--- config.mk ---
export PLATFORM = sky130hd
export DESIGN_NAME = adc_offset_chop_calibration
export DESIGN_NICKNAME = d
export VERILOG_FILES = /design/src/inc/adc_ctrl_pkg.sv /design/src/rtl/adc_offset_chop_calibration.sv
export SDC_FILE = /design/constraint.sdc
export NUM_CORES = 1
export LEC_CHECK = 0
export ABC_AREA = 1
export BUFFER_PORTS_ARGS = -buffer_cell sky130_fd_sc_hd__clkbuf_2
export CAP_MARGIN = 20
export CORE_MARGIN = 2
export CORE_UTILIZATION = 55
export DETAILED_ROUTE_END_ITERATION = 16
export GPL_TIMING_DRIVEN = 0
export MAX_ROUTING_LAYER = met4
export PLACE_DENSITY = 0.91
export SLEW_MARGIN = 10
export SYNTH_ARGS = -nofsm -noshare
export SYNTH_HDL_FRONTEND = slang
export SYNTH_SLANG_ARGS = --single-unit
export TNS_END_PERCENT = 20
--- constraint.sdc ---
create_clock -name clk -period 6.3 [get_ports clk]
set_input_delay 0.63 -clock clk [delete_from_list [all_inputs] [get_ports clk]]
set_output_delay 0.63 -clock clk [all_outputs]
set_load 0.1 [all_outputs]
--- src/inc/adc_ctrl_pkg.sv ---
`default_nettype none
package adc_ctrl_pkg;
  // ==========================================================
  // Register map.
  localparam logic [7:0] CTRL_OFS   = 8'h00;
  localparam logic [7:0] CFG_OFS    = 8'h04;
  localparam logic [7:0] TRIMP_OFS  = 8'h08;
  localparam logic [7:0] TRIMN_OFS  = 8'h0C;
  localparam logic [7:0] RESULT_OFS = 8'h10;
  localparam logic [7:0] STAT_OFS   = 8'h14;
  localparam logic [7:0] MASK_OFS   = 8'h18;
  // ==========================================================
  // Field positions and values.
  localparam int CTRL_GO   = 0;
  localparam int CFG_SWAP  = 0;
  localparam int CFG_INV   = 1;
  localparam int CFG_CTR   = 2;
  localparam int CFG_SE    = 3;
  localparam int CFG_ATT   = 4;
  localparam int CFG_CNT_L = 8;
  localparam int CFG_CLK_L = 12;
  localparam logic [9:0] TRIM_NEUTRAL = 10'h200;
  localparam logic [1:0] RESP_OKAY    = 2'h0;
  localparam logic [1:0] RESP_SLVERR  = 2'h2;
  localparam logic [1:0] CLK_INTERNAL = 2'h0;
  localparam logic [2:0] CNT_MAX_LOG  = 3'h7;
  localparam int SAMPLE_WIDTH = 10;
  localparam int ACC_WIDTH    = 18;
  localparam int RESULT_SHIFT = 6;
  // ==========================================================
  // Settings that steer the converter.
  typedef struct packed {
    logic [1:0] clockSource;
    logic [2:0] countLog;
    logic       triple;
    logic       singleEnded;
    logic       centreSelect;
    logic       polarityInvert;
    logic       swapEnable;
  } cfg_t;
  typedef enum logic [1:0] {
    IDLE   = 2'b00,
    SAMPLE = 2'b01,
    WAIT   = 2'b11
  } state_t;
endpackage
`default_nettype wire

--- src/rtl/adc_offset_chop_calibration.sv ---
// Contract
// [RL1] Oversampling runs the programmed conversions and sums them into the result.
// [RL2] Done clears conversion_go, returns to sampling and raises conversion_done_irq; the code returns to IDLE instead.
// [RL3] Conversion count takes powers of two from 1 to 128.
// [RL4] Offset swap takes two conversions with opposite input polarity.
// [RL5] A swapped pair sums to an 11-bit word, mid-scale 1023.
// [RL6] Code boundary 0x1FF/0x200 is the converter's natural zero.
// [RL7] Input-centre select ties the converter input to centre scale.
// [RL8] Polarity invert mirrors the code about mid-scale.
// [RL9] Trims shift offset in the network; 0x200 in both means none.
// [RL10] Software calibrates with centre input, both polarities, neutral trims.
// [RL11] Software writes trims as 0x200 minus scaled measured offset.
// [RL12] Software checks centre result lies near 0x200.
// [RL13] Trims can also move zero-scale or full-scale points.
// [RL14] Common mode uses equal trims 0x300, 0x200, 0x100.
// [RL15] Common-mode trim replaces 0x200 in the calibration sequence.
// [RL16] Clock source zero selects the internal fast SAR clock.
// [RL17] Each trim is a 10-bit field driven continuously to the converter.
`timescale 1ns/100ps
`default_nettype none
module adc_offset_chop_calibration
  import adc_ctrl_pkg::*;
(
  // Clock and reset.
  input  wire logic        clk,
  input  wire logic        reset,
  // AXI4-Lite write channels.
  input  wire logic [7:0]  awaddr,
  input  wire logic        awvalid,
  output logic             awready,
  input  wire logic [31:0] wdata,
  input  wire logic [3:0]  wstrb,
  input  wire logic        wvalid,
  output logic             wready,
  output logic [1:0]       bresp,
  output logic             bvalid,
  input  wire logic        bready,
  // AXI4-Lite read channels.
  input  wire logic [7:0]  araddr,
  input  wire logic        arvalid,
  output logic             arready,
  output logic [31:0]      rdata,
  output logic [1:0]       rresp,
  output logic             rvalid,
  input  wire logic        rready,
  // Analog converter macro.
  output logic             sampleStart,
  input  wire logic        sampleReady,
  input  wire logic [9:0]  sampleCode,
  output logic             internalClockSelect,
  output logic [1:0]       converterClockSource,
  output logic             inputCentreSelect,
  output logic             polarityInvert,
  output logic             singleEndedSelect,
  output logic             tripleRangeAttenuator,
  output logic [9:0]       positiveTrim,
  output logic [9:0]       negativeTrim,
  // Interrupt.
  output logic             conversionDoneIrq
);
  // ==========================================================
  // Input synchronisers for the converter macro.
  logic       readyMeta_q, readySync_q;
  logic [9:0] codeMeta_q, codeSync_q;
  always_ff @(posedge clk or posedge reset) begin
    if (reset) begin
      readyMeta_q <= 1'b0;
      readySync_q <= 1'b0;
      codeMeta_q  <= 10'h000;
      codeSync_q  <= 10'h000;
    end else begin
      readyMeta_q <= sampleReady;
      readySync_q <= readyMeta_q;
      codeMeta_q  <= sampleCode;
      codeSync_q  <= codeMeta_q;
    end
  end
  // ==========================================================
  // Bus decode.
  logic        awHeld_q, wHeld_q;
  logic [7:0]  awAddr_q;
  logic [31:0] wData_q;
  logic [3:0]  wStrb_q;
  wire         doWrite = awHeld_q && wHeld_q && !bvalid;
  wire         wrCtrl  = doWrite && awAddr_q == CTRL_OFS && wStrb_q[0];
  wire         wrCfg   = doWrite && awAddr_q == CFG_OFS;
  wire         wrTrimP = doWrite && awAddr_q == TRIMP_OFS;
  wire         wrTrimN = doWrite && awAddr_q == TRIMN_OFS;
  wire         wrStat  = doWrite && awAddr_q == STAT_OFS && wStrb_q[0];
  wire         wrMask  = doWrite && awAddr_q == MASK_OFS && wStrb_q[0];
  wire         wrHit   = wrCfg || wrTrimP || wrTrimN || wrMask || wrStat ||
                         awAddr_q == CTRL_OFS;
  assign awready = !awHeld_q;
  assign wready  = !wHeld_q;
  assign arready = !rvalid;
  // ==========================================================
  // Registers.
  cfg_t       cfg_q;
  logic [9:0] trimP_q, trimN_q;
  logic       go_q, stat_q, mask_q;
  logic [17:0] result_q;
  logic [31:0] cfgWord;
  always_comb begin
    cfgWord = 32'h0000_0000;
    cfgWord[CFG_SWAP]               = cfg_q.swapEnable;
    cfgWord[CFG_INV]                = cfg_q.polarityInvert;
    cfgWord[CFG_CTR]                = cfg_q.centreSelect;
    cfgWord[CFG_SE]                 = cfg_q.singleEnded;
    cfgWord[CFG_ATT]                = cfg_q.triple;
    cfgWord[CFG_CNT_L+2:CFG_CNT_L]  = cfg_q.countLog;
    cfgWord[CFG_CLK_L+1:CFG_CLK_L]  = cfg_q.clockSource;
  end
  cfg_t cfgNew;
  always_comb begin
    cfgNew.swapEnable     = wData_q[CFG_SWAP];
    cfgNew.polarityInvert = wData_q[CFG_INV];
    cfgNew.centreSelect   = wData_q[CFG_CTR];
    cfgNew.singleEnded    = wData_q[CFG_SE];
    cfgNew.triple         = wData_q[CFG_ATT];
    cfgNew.countLog       = wData_q[CFG_CNT_L+2:CFG_CNT_L]; // RL3
    cfgNew.clockSource    = wData_q[CFG_CLK_L+1:CFG_CLK_L];
  end
  always_ff @(posedge clk or posedge reset) begin
    if (reset) begin
      cfg_q   <= '0;
      trimP_q <= TRIM_NEUTRAL; // RL9
      trimN_q <= TRIM_NEUTRAL; // RL9
      mask_q  <= 1'b0;
    end else begin
      if (wrCfg) cfg_q <= cfgNew;
      if (wrTrimP) trimP_q <= wData_q[9:0]; // RL17
      if (wrTrimN) trimN_q <= wData_q[9:0]; // RL17
      if (wrMask) mask_q <= wData_q[0];
    end
  end
  // ==========================================================
  // Write channel handshake.
  always_ff @(posedge clk or posedge reset) begin
    if (reset) begin
      awHeld_q <= 1'b0;
      wHeld_q  <= 1'b0;
      awAddr_q <= 8'h00;
      wData_q  <= 32'h0000_0000;
      wStrb_q  <= 4'h0;
      bvalid   <= 1'b0;
      bresp    <= RESP_OKAY;
    end else begin
      if (awvalid && awready) begin
        awHeld_q <= 1'b1;
        awAddr_q <= awaddr;
      end
      if (wvalid && wready) begin
        wHeld_q <= 1'b1;
        wData_q <= wdata;
        wStrb_q <= wstrb;
      end
      if (doWrite) begin
        bvalid   <= 1'b1;
        bresp    <= wrHit ? RESP_OKAY : RESP_SLVERR;
        awHeld_q <= 1'b0;
        wHeld_q  <= 1'b0;
      end else if (bvalid && bready) begin
        bvalid <= 1'b0;
      end
    end
  end
  // ==========================================================
  // Read channel.
  logic [31:0] rdMux;
  wire         rdHit = araddr == CTRL_OFS || araddr == CFG_OFS ||
                       araddr == TRIMP_OFS || araddr == TRIMN_OFS ||
                       araddr == RESULT_OFS || araddr == STAT_OFS ||
                       araddr == MASK_OFS;
  always_comb begin
    unique case (araddr)
      CTRL_OFS:   rdMux = {31'h0000_0000, go_q};
      CFG_OFS:    rdMux = cfgWord;
      TRIMP_OFS:  rdMux = {22'h00_0000, trimP_q};
      TRIMN_OFS:  rdMux = {22'h00_0000, trimN_q};
      RESULT_OFS: rdMux = {14'h0000, result_q};
      STAT_OFS:   rdMux = {31'h0000_0000, stat_q};
      MASK_OFS:   rdMux = {31'h0000_0000, mask_q};
      default:    rdMux = 32'h0000_0000;
    endcase
  end
  always_ff @(posedge clk or posedge reset) begin
    if (reset) begin
      rvalid <= 1'b0;
      rdata  <= 32'h0000_0000;
      rresp  <= RESP_OKAY;
    end else if (arvalid && arready) begin
      rvalid <= 1'b1;
      rdata  <= rdMux;
      rresp  <= rdHit ? RESP_OKAY : RESP_SLVERR;
    end else if (rvalid && rready) begin
      rvalid <= 1'b0;
    end
  end
  // ==========================================================
  // Conversion sequencer.
  state_t      state_q;
  logic [7:0]  left_q;
  logic [17:0] acc_q;
  logic        flip_q;
  wire  [7:0]  total = 8'h01 << cfg_q.countLog; // RL3
  wire  [8:0]  pairs = cfg_q.swapEnable ? {total, 1'b0} : {1'b0, total};
  // Opposite polarity codes are summed raw; a mirrored pair adds to
  // 1023 in 11 bits, so no digital correction is applied.
  wire  [17:0] accNext = acc_q + {8'h00, codeSync_q}; // RL5
  wire         lastOne = left_q == 8'h01 && !(cfg_q.swapEnable && !flip_q);
  wire         finish  = state_q == WAIT && readySync_q && lastOne;
  logic [8:0]  convSeen_q;
  always_ff @(posedge clk or posedge reset) begin
    if (reset) begin
      convSeen_q <= 9'h000;
    end else if (state_q == IDLE) begin
      convSeen_q <= 9'h000;
    end else if (state_q == WAIT && readySync_q) begin
      convSeen_q <= convSeen_q + 9'h001;
    end
  end
  always_ff @(posedge clk or posedge reset) begin
    if (reset) begin
      state_q  <= IDLE;
      left_q   <= 8'h00;
      acc_q    <= 18'h00000;
      flip_q   <= 1'b0;
      go_q     <= 1'b0;
      result_q <= 18'h00000;
    end else begin
      unique case (state_q)
        IDLE: if (wrCtrl && wData_q[CTRL_GO] && !go_q) begin
          go_q    <= 1'b1;
          left_q  <= total;
          acc_q   <= 18'h00000;
          flip_q  <= 1'b0;
          state_q <= SAMPLE;
        end
        SAMPLE: if (!readySync_q) state_q <= WAIT;
        WAIT: if (readySync_q) begin
          acc_q <= accNext; // RL1
          if (finish) begin
            result_q <= accNext;
            flip_q   <= 1'b0; // RL8
            go_q     <= 1'b0; // RL2
            state_q  <= IDLE; // RL2
          end else begin
            if (cfg_q.swapEnable) flip_q <= !flip_q; // RL4
            if (!cfg_q.swapEnable || flip_q) left_q <= left_q - 8'h01;
            state_q <= SAMPLE;
          end
        end
        default: state_q <= IDLE;
      endcase
    end
  end
  // ==========================================================
  // Interrupt status; a new event wins over a clear.
  always_ff @(posedge clk or posedge reset) begin
    if (reset) stat_q <= 1'b0;
    else if (finish) stat_q <= 1'b1; // RL2
    else if (wrStat && wData_q[0]) stat_q <= 1'b0;
  end
  assign conversionDoneIrq = stat_q && mask_q; // RL2
  // ==========================================================
  // Converter drive.
  assign sampleStart = state_q == SAMPLE;
  // The code split at 0x1FF/0x200 is kept as the converter's zero. RL6
  assign inputCentreSelect     = cfg_q.centreSelect; // RL7
  assign polarityInvert        = cfg_q.polarityInvert ^ flip_q; // RL8
  assign singleEndedSelect     = cfg_q.singleEnded;
  assign tripleRangeAttenuator = cfg_q.triple;
  assign positiveTrim          = trimP_q; // RL13
  assign negativeTrim          = trimN_q; // RL13
  assign converterClockSource  = cfg_q.clockSource;
  assign internalClockSelect   = cfg_q.clockSource == CLK_INTERNAL; // RL16
  // ==========================================================
  // Checks.
  done_clears_a: assert property (@(posedge clk) disable iff (reset) // RL2
    finish |=> !go_q && state_q == IDLE) else $error("go not cleared");
  done_irq_a: assert property (@(posedge clk) disable iff (reset) // RL2
    finish |=> stat_q) else $error("status not set");
  trim_reset_a: assert property (@(posedge clk) // RL9
    $fell(reset) |-> positiveTrim == TRIM_NEUTRAL &&
    negativeTrim == TRIM_NEUTRAL) else $error("trim not neutral");
  trim_hold_a: assert property (@(posedge clk) disable iff (reset) // RL17
    !wrTrimP |=> $stable(positiveTrim)) else $error("trim drift");
  clock_sel_a: assert property (@(posedge clk) disable iff (reset) // RL16
    converterClockSource == CLK_INTERNAL |-> internalClockSelect)
    else $error("clock select wrong");
  centre_drive_a: assert property (@(posedge clk) disable iff (reset) // RL7
    wrCfg |=> inputCentreSelect == wData_q[CFG_CTR])
    else $error("centre not driven");
  swap_flip_a: assert property (@(posedge clk) disable iff (reset) // RL4
    state_q == WAIT && readySync_q && !finish && cfg_q.swapEnable
    |=> $changed(polarityInvert)) else $error("no swap");
  accum_sum_a: assert property (@(posedge clk) disable iff (reset) // RL1
    finish |=> result_q == $past(accNext)) else $error("bad sum");
  count_span_a: assert property (@(posedge clk) disable iff (reset) // RL3
    finish |-> convSeen_q + 9'h001 == pairs) else $error("count wrong");
  cover_single_c: cover property (@(posedge clk)
    finish && cfg_q.countLog == 3'h0);
  cover_over_c: cover property (@(posedge clk)
    finish && cfg_q.countLog == CNT_MAX_LOG);
  cover_swap_c: cover property (@(posedge clk)
    finish && cfg_q.swapEnable);
endmodule
`default_nettype wire
Yosys cells after proc, flatten, opt, wreduce, memory -nomap -nowiden
Cells that the tools add are included.
{"block": "word_totals", "in_bits": 70, "reg_bits": 165, "out_inout_bits": 70}
{"block": "op_classes", "n_mux": 35, "n_addsub": 2, "n_reduce_logical": 60, "n_bitwise": 1, "shift": 1, "eq_ne": 21}
{"op": "one-hot mux 18 bit (7 select lines)", "count": 1}
{"op": "== test 8 x 5 -> 1 bit (second input constant)", "count": 5}
{"op": "two-way mux 18 bit", "count": 2}
{"op": "one-hot mux 18 bit (2 select lines)", "count": 1}
{"op": "== test 8 x 4 -> 1 bit (second input constant)", "count": 4}
{"op": "two-way mux 8 bit", "count": 4}
{"op": "logical AND 1 bit", "count": 24}
{"op": "adder 18 x 10 -> 18 bit", "count": 1}
{"op": "two-way mux 1 bit", "count": 18}
{"op": "== test 8 x 3 -> 1 bit (second input constant)", "count": 2}
{"op": "zero test 8 bit", "count": 2}
{"op": "one-hot mux 8 bit (2 select lines)", "count": 1}
{"op": "logical OR 1 bit", "count": 12}
{"op": "nonzero test 2 bit", "count": 6}
{"op": "two-way mux 2 bit", "count": 5}
{"op": "AND reduction 3 bit", "count": 3}
{"op": "== test 8 x 1 -> 1 bit (second input constant)", "count": 1}
{"op": "zero test 1 bit", "count": 8}
{"op": "!= test 2 bit (second input constant)", "count": 4}
{"op": "AND reduction 4 bit", "count": 2}
{"op": "left shift 1 x 3 -> 8 bit (first input constant)", "count": 1}
{"op": "subtractor 8 x 1 -> 8 bit (second input constant)", "count": 1}
{"op": "one-hot mux 2 bit (3 select lines)", "count": 1}
{"op": "AND reduction 5 bit", "count": 1}
{"op": "7 further kinds", "count": 10}

Longest topological paths before layout
{"block": "depth", "depth_word": 9, "ltp_mapped": 14, "depth_no_buf": 14}

Least setup slack after synthesis
Ideal clock, no wire load.
{"block": "synth_timing", "kind": "register to register", "startpoint": "register rvalid", "endpoint": "register rdata[1]", "required_time_ns": 6.180, "setup_time_ns": 0.120, "slack_ns": 3.751, "path_stages_with_launch": 7, "t_arrival_ns": 2.429, "n_path_buf": 1, "synth_period_minus_slack_ns": 2.549, "cell_sequence": "dfrtp_1 -> inv_1 -> nand2_1 -> clkinv_1 -> clkbuf_1 -> o21ai_1 -> nand2_1"}
{"block": "synth_between", "elab_chain_len": 2}
{"element": "start: declaration", "line_no": "adc_offset_chop_calibration.sv:44", "source": "output logic rvalid,"}
{"element": "start signal: assignment", "line_no": "adc_offset_chop_calibration.sv:188", "source": "rvalid <= 1'b0;"}
{"element": "start signal: assignment", "line_no": "adc_offset_chop_calibration.sv:192", "source": "rvalid <= 1'b1;"}
{"element": "start signal: assignment", "line_no": "adc_offset_chop_calibration.sv:196", "source": "rvalid <= 1'b0;"}
{"element": "zero test 1 bit", "line_no": "adc_offset_chop_calibration.sv:95", "source": "assign arready = !rvalid;"}
{"element": "named net arready", "line_no": "adc_offset_chop_calibration.sv:41", "source": "output logic arready,"}
{"element": "logical AND 1 bit", "line_no": "adc_offset_chop_calibration.sv:191", "source": "end else if (arvalid && arready) begin"}
{"element": "end signal: assignment", "line_no": "adc_offset_chop_calibration.sv:193", "source": "rdata <= rdMux;"}
{"element": "end: declaration", "line_no": "adc_offset_chop_calibration.sv:42", "source": "output logic [31:0] rdata,"}
The timed path passes the listed nets, and every way through them passes these cells.
A chain may end at the register's enable or synchronous reset.

Worst setup path after layout
{"block": "layout_timing", "startpoint": "register cfg_q, in the netlist cfgWord[1]", "endpoint": "output port polarityInvert"}
{"block": "layout_between", "elab_chain_len": 1}
{"element": "start: declaration", "line_no": "adc_offset_chop_calibration.sv:98", "source": "cfg_t cfg_q;"}
{"element": "start signal: assignment", "line_no": "adc_offset_chop_calibration.sv:130", "source": "if (wrCfg) cfg_q <= cfgNew;"}
{"element": "XOR 1 bit", "line_no": "adc_offset_chop_calibration.sv:270", "source": "assign polarityInvert = cfg_q.polarityInvert ^ flip_q;"}
{"element": "end: declaration", "line_no": "adc_offset_chop_calibration.sv:53", "source": "output logic polarityInvert,"}
No other way between the ends.

==> impl_metrics.toml <==
[detailed_routing]
wirelength_um = 17400
ant_nets = 0
vias = 6161
drt_iter0_drc = 707
avgViaCountPerCell = 5.33
drc = 0
dr.pass1.iters = 5
wl_per_cell_um = 15.1

[floorplanning]
num_rows = 41
die_x_um = 117
dieArea_sq_um = 13700
die_h_um = 117
ios = 140
core_area_sq_um = 12600
start_util_pct = 55.9

[synth]
synth.ff_latch_count = 148
synthDistinctLibCells = 45
yosys.area.top_type = "dfrtp_1"
synth_top_area_share_pct = 52.0
synth_top_family_by_area = "simple AND/OR/NAND/NOR gates"
synth_edf_count = 0
synth_top_cells_by_count = "nand2_1 (265), dfrtp_1 (146), inv_1 (93)"
yosys.area_share.adder_pct = 2.42
synthSimpleGateAreaFrac_pct = 24.2
synth.cell_area_sq_um = 7030
yosysWarnings = 0
yosysMostFrequentCell = "nand2_1"
synth-async-reset-ratio_pct = 100
synth_ff_type = "dfrtp_1"
netlist_top_cells_area = "dfrtp_1 (52%), nand2_1 (14%), inv_1 (5.0%)"
synthXorXnorAreaFrac_pct = 1.12
netlist_instances = 835
synth-seq-area-share_pct = 52.8
synth_compound_area_share_pct = 9.35
synth.area.mux_share_pct = 1.26
avgSynthCellArea_sq_um = 8.41

[sta]
setup_viol = 0
grt_setup_unrepaired = "false"
timing.final.max_slew_violations = 0
hold_viol_final = 0
fin_crit_sh_pct = 34.7
relSlewSlack_pct = 57.7
clock.fmax_mhz = 457
skew_ps = 8.98
tns_ps = 0
finalCriticalPeriod_ps = 2190
setup_ws_ps = 4110
tightest_slew_ps = 635

[cts]
clock_latency_ps = 430
clock-sinks = 148
cts.clk_slew.worst_paths_ps = 60
cts_setup_buffers = 0
cts_made_buffers = 17
clockRootBuffer = "clkbuf_16"
cts_buffer_depth = 2
cts.repair.resized = 0
cts_hold_buf = 0
h-tree-depth = 4
cts_tree = "built"

[global_routing]
grt_pass1_vias = 5770
grt_usage_pct = 28.2
grt_max_degree = 96
use_met1_pct = 35.5
grt_overflow = 0
grt_pass1_wl_um = 28000
antenna_found_initial = 0
grt.busiest_layer = "met2"
grtUsageMet3_pct = 6.64
grtUsageMet2_pct = 42.9

[finish]
n_antenna_cell = 0
num-nets-final = 1054
fin_cells = 1156
drive_above_1_share_pct = 19.5
area_growth_pct = 19.5
fill_cells = 940

[worst_setup_path]
start_kind = "flip-flop"
cp.arrival_ps = 1560
cp_max_fo = 2
end_kind = "primary output"
worstPathRequired_ps = 5670
critPathKind = "reg2out"

[flow_run]
cap_violations = 0

[place]
dp_slack_ps = 4150
dp_hpwl_um = 12200
io_buffers = 101
gp_congestion = 0.946
dp.cells = 1124

[power]
total_power_uw = 3740
power.density_nw_per_um2 = 445
ir_worst_vdd_uv = 334
leakagePower_uw = 0.00450

[worst_hold_path]
hp-class = "in2async"

[outcome]
status = "completed"
-- flip-flops by register name, indices dropped and copies added (netlist names), 2 cells and up --
register              cells
acc_q                    18
rdata                    18
result_q                 18
wData_q                  13
codeMeta_q               10
codeSync_q               10
negativeTrim             10
positiveTrim             10
awAddr_q                  8
left_q                    8
cfgWord                   5
converterClockSource      2
state_q                   2
-- path summary, 6_finish.rpt --
path                                          endpoint  slack [ps]  cells past startpoint                     from
setup / recovery                        polarityInvert        4110                      2   cfgWord[1]$_DFFE_PP0N_
hold / removal                   left_q[2]$_DFFE_PP0P_         230                      2                    reset
setup reg to reg                  acc_q[8]$_DFFE_PP0P_        4310                     10     acc_q[0]$_DFFE_PP0P_
hold reg to reg                codeSync_q[8]$_DFF_PP0_         350                      0  codeMeta_q[8]$_DFF_PP0_
max in group asynchronous  negativeTrim[9]$_DFFE_PP1P_        5250                      3                    reset
min in group clk               codeMeta_q[4]$_DFF_PP0_         300                      1            sampleCode[4]
-- critical path, cell delays in order, from the launching register on --
cell and delay (ps):
dfrtp_1 410, xor2_1 220, clkbuf_2 490
-- report_power, final --
group	total (uW)	switching [uW]	internal (uW)
Combinational	1440	1080	361
Clock	961	397	564
Sequential	1340	154	1180
Total	3740	1630	2110
-- cell type report --
class	count	area [sq um]	area share, %
repair buffers	102	533	6.35
clock buffers	21	460	5.48
well taps	172	215	2.56
inverters	100	385	4.59
flip-flops and latches	148	3710	44.1
multi-input cells	564	2750	32.8
plain buffers	38	243	2.89
clock inverters	11	103	1.22
-- logic make-up (layout without fill, tap and decap cells) --
| group | Yosys count | after routing |
|---|---|---|
| compound gates | 124 | 124 |
| xor+xnor | 9 | 9 |
| fa+ha+maj | 13 | 13 |
| buf+inv | 138 | 272 |
| flops | 148 | 148 |
| mux | 8 | 8 |
| other cells | 1 | 16 |
| simple gates | 394 | 394 |
-- metal layers --
layer	routed length, um	part of all wire [%]
met5	0	0
met4	705	4.0
met3	1410	8.1
met2	8240	47
met1	7060	41
-- cell usage in the layout, fill, tap and decap left out, types with 4 or more instances in the layout --
| cell | synthesis | layout |
|---|---|---|
| nand3b_1 | 7 | 7 |
| nor3_1 | 7 | 7 |
| nand2_2 | 6 | 6 |
| clkbuf_2 | 0 | 101 |
| buf_4 | 18 | 18 |
| clkbuf_1 | 11 | 13 |
| mux2_2 | 7 | 7 |
| a21oi_1 | 23 | 23 |
| buf_2 | 5 | 5 |
| dfrtp_1 | 146 | 146 |
| xnor2_1 | 4 | 4 |
| nand2_1 | 265 | 265 |
| nand3_1 | 47 | 47 |
| xor2_1 | 5 | 5 |
| clkbuf_16 | 0 | 17 |
| nor2_1 | 44 | 44 |
| nand4_1 | 5 | 5 |
| conb_1 | 1 | 16 |
| o22ai_1 | 6 | 6 |
| inv_1 | 93 | 92 |
| ha_1 | 12 | 12 |
| o21ai_0 | 61 | 61 |
| o21ai_1 | 25 | 25 |
-- metrics by stage --
step	util, %	hold WS [ps]	cell area (sq um)
after floorplan	-	331	7080
after global placement	62.1	333	7800
after detailed placement	62.3	335	7840
after CTS	66.8	252	8400
after global routing	66.8	272	8400
final	66.8	233	8400
Note: power is estimated with default switching activity, not from simulation.
